[src/sms_pkg.sv]
// package for the spi master status flags block
package sms_pkg;
	localparam logic [7:0] SMS_ADDR_STATUS = 8'h10;
	localparam logic [7:0] SMS_ADDR_IEN = 8'h18;
	localparam logic [7:0] SMS_ADDR_CTRL = 8'h40;
	localparam int SMS_ADDR_W = 8;
	localparam int SMS_BIT_DONE = 0;
	localparam int SMS_BIT_DMA = 1;
	localparam int SMS_BIT_TXOVF = 2;
	localparam int SMS_BIT_RXUDF = 3;
	localparam int SMS_BIT_PROG = 4;
	localparam int SMS_BIT_TXFULL = 8;
	localparam int SMS_BIT_STOP = 0;
	localparam int SMS_BIT_CLOSE = 1;
	localparam logic [4:0] SMS_FLAGS_RST = 5'h00;
	localparam logic [4:0] SMS_IEN_RST = 5'h00;
	localparam logic [31:0] SMS_RD_NONE = 32'h00000000;
	localparam logic [2:0] SMS_BITS_PER_BYTE = 3'h7;
	typedef enum logic [1:0]
	{
		SMS_MANUAL = 2'b00,
		SMS_DMA = 2'b01,
		SMS_DESC = 2'b11
	} sms_mode_e;
	typedef enum logic [1:0]
	{
		SMS_IDLE = 2'b00,
		SMS_RUN = 2'b01,
		SMS_DRAIN = 2'b11,
		SMS_FIN = 2'b10
	} sms_state_e;
endpackage

[src/sms_status.sv]
// status flags of the spi master: error and completion events
`timescale 1ns/1ps
module sms_status
	import sms_pkg::*;
(
	// clock and reset
	input wire logic ref_clk,
	input wire logic reset,
	// register port
	input wire logic [SMS_ADDR_W-1:0] addr,
	input wire logic [31:0] wdata,
	input wire logic wr_stb,
	input wire logic rd_stb,
	output logic [31:0] rdata,
	// engine and buffer events
	input wire logic [1:0] op_mode,
	input wire logic tx_full,
	input wire logic prog_err,
	input wire logic rx_pop_empty,
	input wire logic tx_push_full,
	input wire logic bit_tick,
	input wire logic xfer_active,
	input wire logic len_match,
	// dma handshake
	input wire logic dma_tx_on,
	input wire logic dma_rx_on,
	input wire logic dma_tx_done,
	input wire logic dma_rx_done,
	input wire logic desc_done,
	input wire logic desc_last,
	// outputs
	output logic halt_req,
	output logic irq
);
	////////////////////////////////////////////////////////////////////////
	logic [4:0] flags_r, flags_nxt;
	logic [4:0] ien_r, ien_nxt;
	logic [1:0] ctrl_r, ctrl_nxt;
	logic txfull_r, txfull_nxt;
	logic [31:0] rdata_r, rdata_nxt;
	logic irq_r, irq_nxt;
	logic tx_seen_r, tx_seen_nxt;
	logic rx_seen_r, rx_seen_nxt;
	logic [2:0] bcnt_r, bcnt_nxt;
	sms_state_e st_r, st_nxt;
	logic [4:0] set_v;
	logic dma_fire, job_fire, halt_fire;
	sms_mode_e mode;

	function automatic logic hit(input logic [SMS_ADDR_W-1:0] a,
		input logic [SMS_ADDR_W-1:0] b);
		hit = (a == b);
	endfunction

	assign mode = sms_mode_e'(op_mode);

	////////////////////////////////////////////////////////////////////////
	// dma completion: wait for every running direction before firing
	always_comb
	begin
		tx_seen_nxt = tx_seen_r;
		rx_seen_nxt = rx_seen_r;
		dma_fire = 1'b0;
		if (mode != SMS_MANUAL)
		begin
			if (dma_tx_done)
				tx_seen_nxt = 1'b1;
			if (dma_rx_done)
				rx_seen_nxt = 1'b1;
			if ((tx_seen_nxt || !dma_tx_on) && (rx_seen_nxt || !dma_rx_on)
				&& (tx_seen_nxt || rx_seen_nxt))
			begin
				dma_fire = 1'b1;
				tx_seen_nxt = 1'b0;
				rx_seen_nxt = 1'b0;
			end
		end
		else
		begin
			tx_seen_nxt = 1'b0;
			rx_seen_nxt = 1'b0;
		end
	end

	////////////////////////////////////////////////////////////////////////
	// halt sequencing: let the byte in flight finish before reporting
	always_comb
	begin
		st_nxt = st_r;
		bcnt_nxt = bcnt_r;
		halt_fire = 1'b0;
		unique case (st_r)
			SMS_IDLE:
			begin
				if (ctrl_r[SMS_BIT_STOP])
					st_nxt = xfer_active ? SMS_RUN : SMS_FIN;
			end
			SMS_RUN:
			begin
				if (bit_tick)
				begin
					bcnt_nxt = bcnt_r + 3'h1;
					if (bcnt_r == SMS_BITS_PER_BYTE)
						st_nxt = SMS_DRAIN;
				end
			end
			SMS_DRAIN:
				st_nxt = SMS_FIN;
			SMS_FIN:
			begin
				halt_fire = 1'b1;
				bcnt_nxt = 3'h0;
				st_nxt = SMS_IDLE;
			end
		endcase
		if (bit_tick && st_r == SMS_IDLE)
			bcnt_nxt = bcnt_r + 3'h1;
	end

	////////////////////////////////////////////////////////////////////////
	always_comb
	begin
		set_v = 5'h00;
		job_fire = 1'b0;
		unique case (mode)
			SMS_MANUAL: job_fire = len_match;
			SMS_DMA: job_fire = dma_fire;
			SMS_DESC: job_fire = desc_done && desc_last;
			default: job_fire = 1'b0;
		endcase
		if (ctrl_r[SMS_BIT_CLOSE] && dma_fire)
			job_fire = 1'b1;
		set_v[SMS_BIT_DMA] = dma_fire || (mode == SMS_DESC && desc_done && dma_tx_on);
		set_v[SMS_BIT_DONE] = job_fire || halt_fire;
		set_v[SMS_BIT_PROG] = prog_err;
		set_v[SMS_BIT_RXUDF] = rx_pop_empty;
		set_v[SMS_BIT_TXOVF] = tx_push_full;
	end

	////////////////////////////////////////////////////////////////////////
	// register file and read path
	always_comb
	begin
		flags_nxt = flags_r;
		ien_nxt = ien_r;
		ctrl_nxt = ctrl_r;
		rdata_nxt = SMS_RD_NONE;
		if (wr_stb && hit(addr, SMS_ADDR_STATUS))
			flags_nxt = flags_r & ~wdata[4:0];
		if (wr_stb && hit(addr, SMS_ADDR_IEN))
			ien_nxt = wdata[4:0];
		if (wr_stb && hit(addr, SMS_ADDR_CTRL))
			ctrl_nxt = wdata[1:0];
		if (halt_fire)
			ctrl_nxt[SMS_BIT_STOP] = 1'b0;
		flags_nxt = flags_nxt | set_v;
		if (rd_stb)
		begin
			if (hit(addr, SMS_ADDR_STATUS))
				rdata_nxt = {23'h000000, txfull_r, 3'h0, flags_r};
			else if (hit(addr, SMS_ADDR_IEN))
				rdata_nxt = {27'h0000000, ien_r};
			else if (hit(addr, SMS_ADDR_CTRL))
				rdata_nxt = {30'h00000000, ctrl_r};
		end
		txfull_nxt = tx_full;
		irq_nxt = |(flags_nxt & ien_nxt);
	end

	always_ff @(posedge ref_clk)
	begin
		if (reset)
		begin
			flags_r <= SMS_FLAGS_RST;
			ien_r <= SMS_IEN_RST;
			ctrl_r <= 2'h0;
			txfull_r <= 1'b0;
			rdata_r <= SMS_RD_NONE;
			irq_r <= 1'b0;
			tx_seen_r <= 1'b0;
			rx_seen_r <= 1'b0;
			bcnt_r <= 3'h0;
			st_r <= SMS_IDLE;
		end
		else
		begin
			flags_r <= flags_nxt;
			ien_r <= ien_nxt;
			ctrl_r <= ctrl_nxt;
			txfull_r <= txfull_nxt;
			rdata_r <= rdata_nxt;
			irq_r <= irq_nxt;
			tx_seen_r <= tx_seen_nxt;
			rx_seen_r <= rx_seen_nxt;
			bcnt_r <= bcnt_nxt;
			st_r <= st_nxt;
		end
	end

	assign rdata = rdata_r;
	assign irq = irq_r;
	assign halt_req = ctrl_r[SMS_BIT_STOP];
endmodule

[config.mk]
export PLATFORM = sky130hd
export DESIGN_NAME = sms_status
export DESIGN_NICKNAME = d
export VERILOG_FILES = /design/src/sms_pkg.sv /design/src/sms_status.sv
export SDC_FILE = /design/constraint.sdc
export NUM_CORES = 1
export LEC_CHECK = 0
export ABC_AREA = 1
export BUFFER_PORTS_ARGS = -buffer_cell sky130_fd_sc_hd__buf_2
export CORE_MARGIN = 4
export CORE_UTILIZATION = 40
export CTS_BUF_LIST = sky130_fd_sc_hd__clkbuf_2 sky130_fd_sc_hd__clkbuf_4 sky130_fd_sc_hd__clkbuf_8
export CTS_CLUSTER_SIZE = 30
export DETAILED_ROUTE_END_ITERATION = 8
export MAX_ROUTING_LAYER = met4
export PLACE_DENSITY_LB_ADDON = 0.25
export RECOVER_POWER = 100
export SLEW_MARGIN = 30
export SYNTH_ARGS = -nofsm -noshare
export SYNTH_HDL_FRONTEND = slang
export SYNTH_SLANG_ARGS = --single-unit
export TNS_END_PERCENT = 5
[constraint.sdc]
create_clock -name ref_clk -period 1.72 [get_ports ref_clk]
set_input_delay 0.344 -clock ref_clk [delete_from_list [all_inputs] [get_ports ref_clk]]
set_output_delay 0.344 -clock ref_clk [all_outputs]
set_load 0.01 [all_outputs]
==> impl_metrics.json <==
{
  "outcome": "finished, final reports clean",
  "antenna_left": 0,
  "synth_top_cell_by_area": "dfxtp_1",
  "clk_pin_slew_worst_paths_ns": 0.09,
  "drt-initial-drc-count": 83,
  "pwr-share-seq_pct": 55.7,
  "cell_internal_pwr_mw": 0.864,
  "start_util_pct": 42.0,
  "floorplan.core_area_um2": 3720,
  "grt.busiest_layer": "met2",
  "setup_slack_at_placement_ns": 0.186,
  "area_enclosed_by_the_die_boundary_um2": 4970,
  "hold_end": "txfull_r",
  "yosys.cell_types.count": 30,
  "routed_wire_length_per_instance_um": 9.57,
  "power_mw": 1.17,
  "critical-path-max-stage-delay_ns": 0.33,
  "netlist_instances": 227,
  "maxClockFrequency_mhz": 709,
  "cpLargestDelayFamily": "simple AND/OR/NAND/NOR gates",
  "boundaryPins": 93,
  "timing.critical_path.to_type": "flop",
  "post-route-period-util_pct": 82.0,
  "ys_top_cells_by_area": "dfxtp_1 (35%), buf_4 (13%), nand2_1 (10%)",
  "post-route-worst-setup-slack_ns": 0.310,
  "cellPowerDensity_nw_per_um2": 676,
  "die_width_um": 70.5,
  "cts_htree_levels": 1,
  "synth-seq-area-share_pct": 34.6,
  "whs_path_depth": 3,
  "worst_pin_slew_ns": 0.695,
  "relSlewSlack_pct": 53.7,
  "cts_root_buffer": "clkbuf_8",
  "number_of_global_route_vias_before_repair": 1121,
  "antenna_found_initial": 0,
  "via_per_inst": 4.27,
  "groute.usage.overall_pct": 12.1,
  "totalNegativeSetupSlack_ns": 0,
  "min_period_ns": 1.41,
  "grt_use_met2_pct": 18.2,
  "ys_seq_elements": 27,
  "final-hold-violation-count": 0,
  "globalRoute.totalOverflow": 0,
  "sink_count": 27,
  "final_cell_count_no_fill": 317,
  "buffers_from_clock_root_to_sink_at_most": 2,
  "synth.avg_cell_area_um2": 6.88,
  "area_delta_synth_final_pct": 11.1,
  "met1_track_usage_gr_pct": 16.7,
  "dominant_cell_type_by_count_on_the_critical_path": "nand2_1",
  "crit_path_max_fanout": 9,
  "grt_pass1_wl_um": 4810,
  "layout-drive-gt1-share_pct": 16.7,
  "warning_count_from_the_yosys_run": 0,
  "reg2reg_depth": 9,
  "fin_worst_hold_slack_ns": 0.280,
  "power_leakage_nw": 0.919,
  "hold_path.class": "in2reg",
  "numCtsBuffers": 3,
  "final_nets": 331,
  "grt_start_max_net_pins": 16,
  "worstSetupPathType": "in2reg",
  "r2r-end": "irq",
  "switching_share_of_power_pct": 26.3,
  "path_buf_inv": 2,
  "clock_skew_ns": 0.00397,
  "num_rows": 22,
  "tritoncts": "built",
  "ir_drop_mv": 0.309,
  "seq_area_um2": 541,
  "cap_violations": 0,
  "finalWirelength_um": 3030,
  "dpl.cell_count": 313,
  "post_cts_buffers": 0,
  "grtUsageMet3_pct": 1.44,
  "critical_path.slowest_cell": "o21ai_0",
  "io_buffer_count": 39,
  "rsz0062_at_grt": "false",
  "final.fill_count": 442,
  "vias": 1354,
  "timing.critical_path.from_type": "primary input",
  "number_of_hold_buffers_added_after_cts": 0,
  "postCtsResizedCells": 0,
  "setup.reg_to_reg.worst_slack_ns": 0.36,
  "share_comb_of_total_power_pct": 13.9,
  "regToRegStartpoint": "rx_seen_r",
  "place_congestion": 0.765,
  "drc_errors": 0,
  "clk_latency_ns": 0.27,
  "final_max_slew_violation_count": 0,
  "setup-violations-final": 0,
  "floorplan.die.height_um": 70.5,
  "power.switching_mw": 0.309,
  "timing.critical_path.arrival_ns": 1.61,
  "critical_path_required_ns": 1.92,
  "crit_path_cell_trace": "buf_2 -> inv_1 -> nand2_1 -> nor2_1 -> nand3_1 -> o21ai_0 -> nand2_1 -> nand2_1 -> nor2_2 -> a21oi_2",
  "yosysTopAreaCellShare_pct": 34.6,
  "mappedNetlistArea_um2": 1560,
  "p_clk_share_pct": 30.4,
  "hpwl_um": 2440,
  "drtPass1Iterations": 4,
  "worstHoldStart": "tx_full",
  "combined_area_of_the_multi_input_logic_cells_um2": 729,
  "antenna-diode-count": 0
}
## cells in the mapped netlist (all sizes together)
master	number
a21boi	1
a21oi	12
a22oi	1
a311oi	1
a31oi	3
buf	26
clkbuf	2
conb	1
dfxtp	27
ha	2
inv	44
nand2	46
nand3	13
nand3b	1
nand4	2
nor2	27
nor3	1
o211ai	3
o21a	1
o21ai	12
or2	1
## registers in the layout (all words and copies together), names as in the netlist
register	count
bcnt_r	3
ctrl_r	2
flags_r	5
ien_r	5
irq	1
rdata	6
rx_seen_r	1
st_r	2
tx_seen_r	1
txfull_r	1
## tightest hold or removal path, delay by kind of cell
family / cells / cell delay (ns)
buffers and inverters: 2 / 0.14
and+or+nand+nor: 1 / 0.03
## power groups by stage
| stage | combinational, mW | sequential [mW] | clock (mW) |
|---|---|---|---|
| after floorplan | 0.150 | 0.665 | 0 |
| after global placement | 0.166 | 0.667 | 0 |
| after detailed placement | 0.167 | 0.668 | 0 |
| after CTS | 0.168 | 0.653 | 0.369 |
| after global routing | 0.191 | 0.655 | 0.391 |
| final | 0.163 | 0.653 | 0.357 |
## cells by family after synthesis
| logic type | synth area share (%) |
|---|---|
| AND/OR/NAND/NOR | 27.2 |
| other | 0.240 |
| buffers and inverters | 23.6 |
| adder cells (fa/ha/maj) | 1.60 |
| AO/OA/AOI/OAI | 12.8 |
| flip-flops | 34.6 |
## per-stage QoR
step / util (%) / instance area (um^2)
2_1_floorplan: - / 1660
3_3_place_gp: 46.4 / 1720
3_5_place_dp: 46.4 / 1720
4_1_cts: 47.6 / 1770
5_1_grt: 46.7 / 1740
6_report: 46.7 / 1740
## cell type report
type                    instances  area share, %
inverters                      44           9.52
clock buffers                   3           2.38
repair buffers                 41           11.2
flip-flops and latches         27           31.1
well taps                      48           3.46
multi-input cells             153           42.0
clock inverters                 1          0.288
## metal layers
layer  share of wire [%]  vias up
met1                  45      571
met3                 8.2        2
met2                  46       48
met4                0.66        0
li1                    -      733
met5                   0        -
## worst max path at each step
| stage | depth (start not counted) | start | slack, ns | end |
|---|---|---|---|---|
| floorplan | 10 | addr[2] | 0.44 | irq |
| global placement | 11 | addr[2] | 0.16 | irq |
| detailed placement | 11 | addr[2] | 0.19 | irq |
| CTS | 9 | rx_seen_r | 0.38 | irq |
| global route | 10 | addr[2] | 0.14 | irq |
| finish | 10 | addr[2] | 0.31 | irq |
## cell usage in the layout, fill, tap and decap left out, types with 11 or more instances in the layout
| cell | Yosys | layout |
|---|---|---|
| a21oi_1 | 11 | 11 |
| dfxtp_1 | 27 | 27 |
| nor2_1 | 21 | 22 |
| conb_1 | 1 | 26 |
| inv_1 | 42 | 42 |
| clkbuf_1 | 2 | 11 |
| nand2_1 | 43 | 44 |
| o21ai_0 | 7 | 11 |
| buf_2 | 0 | 29 |
| nand3_1 | 12 | 13 |
Power figures use the tool's default switching activity.
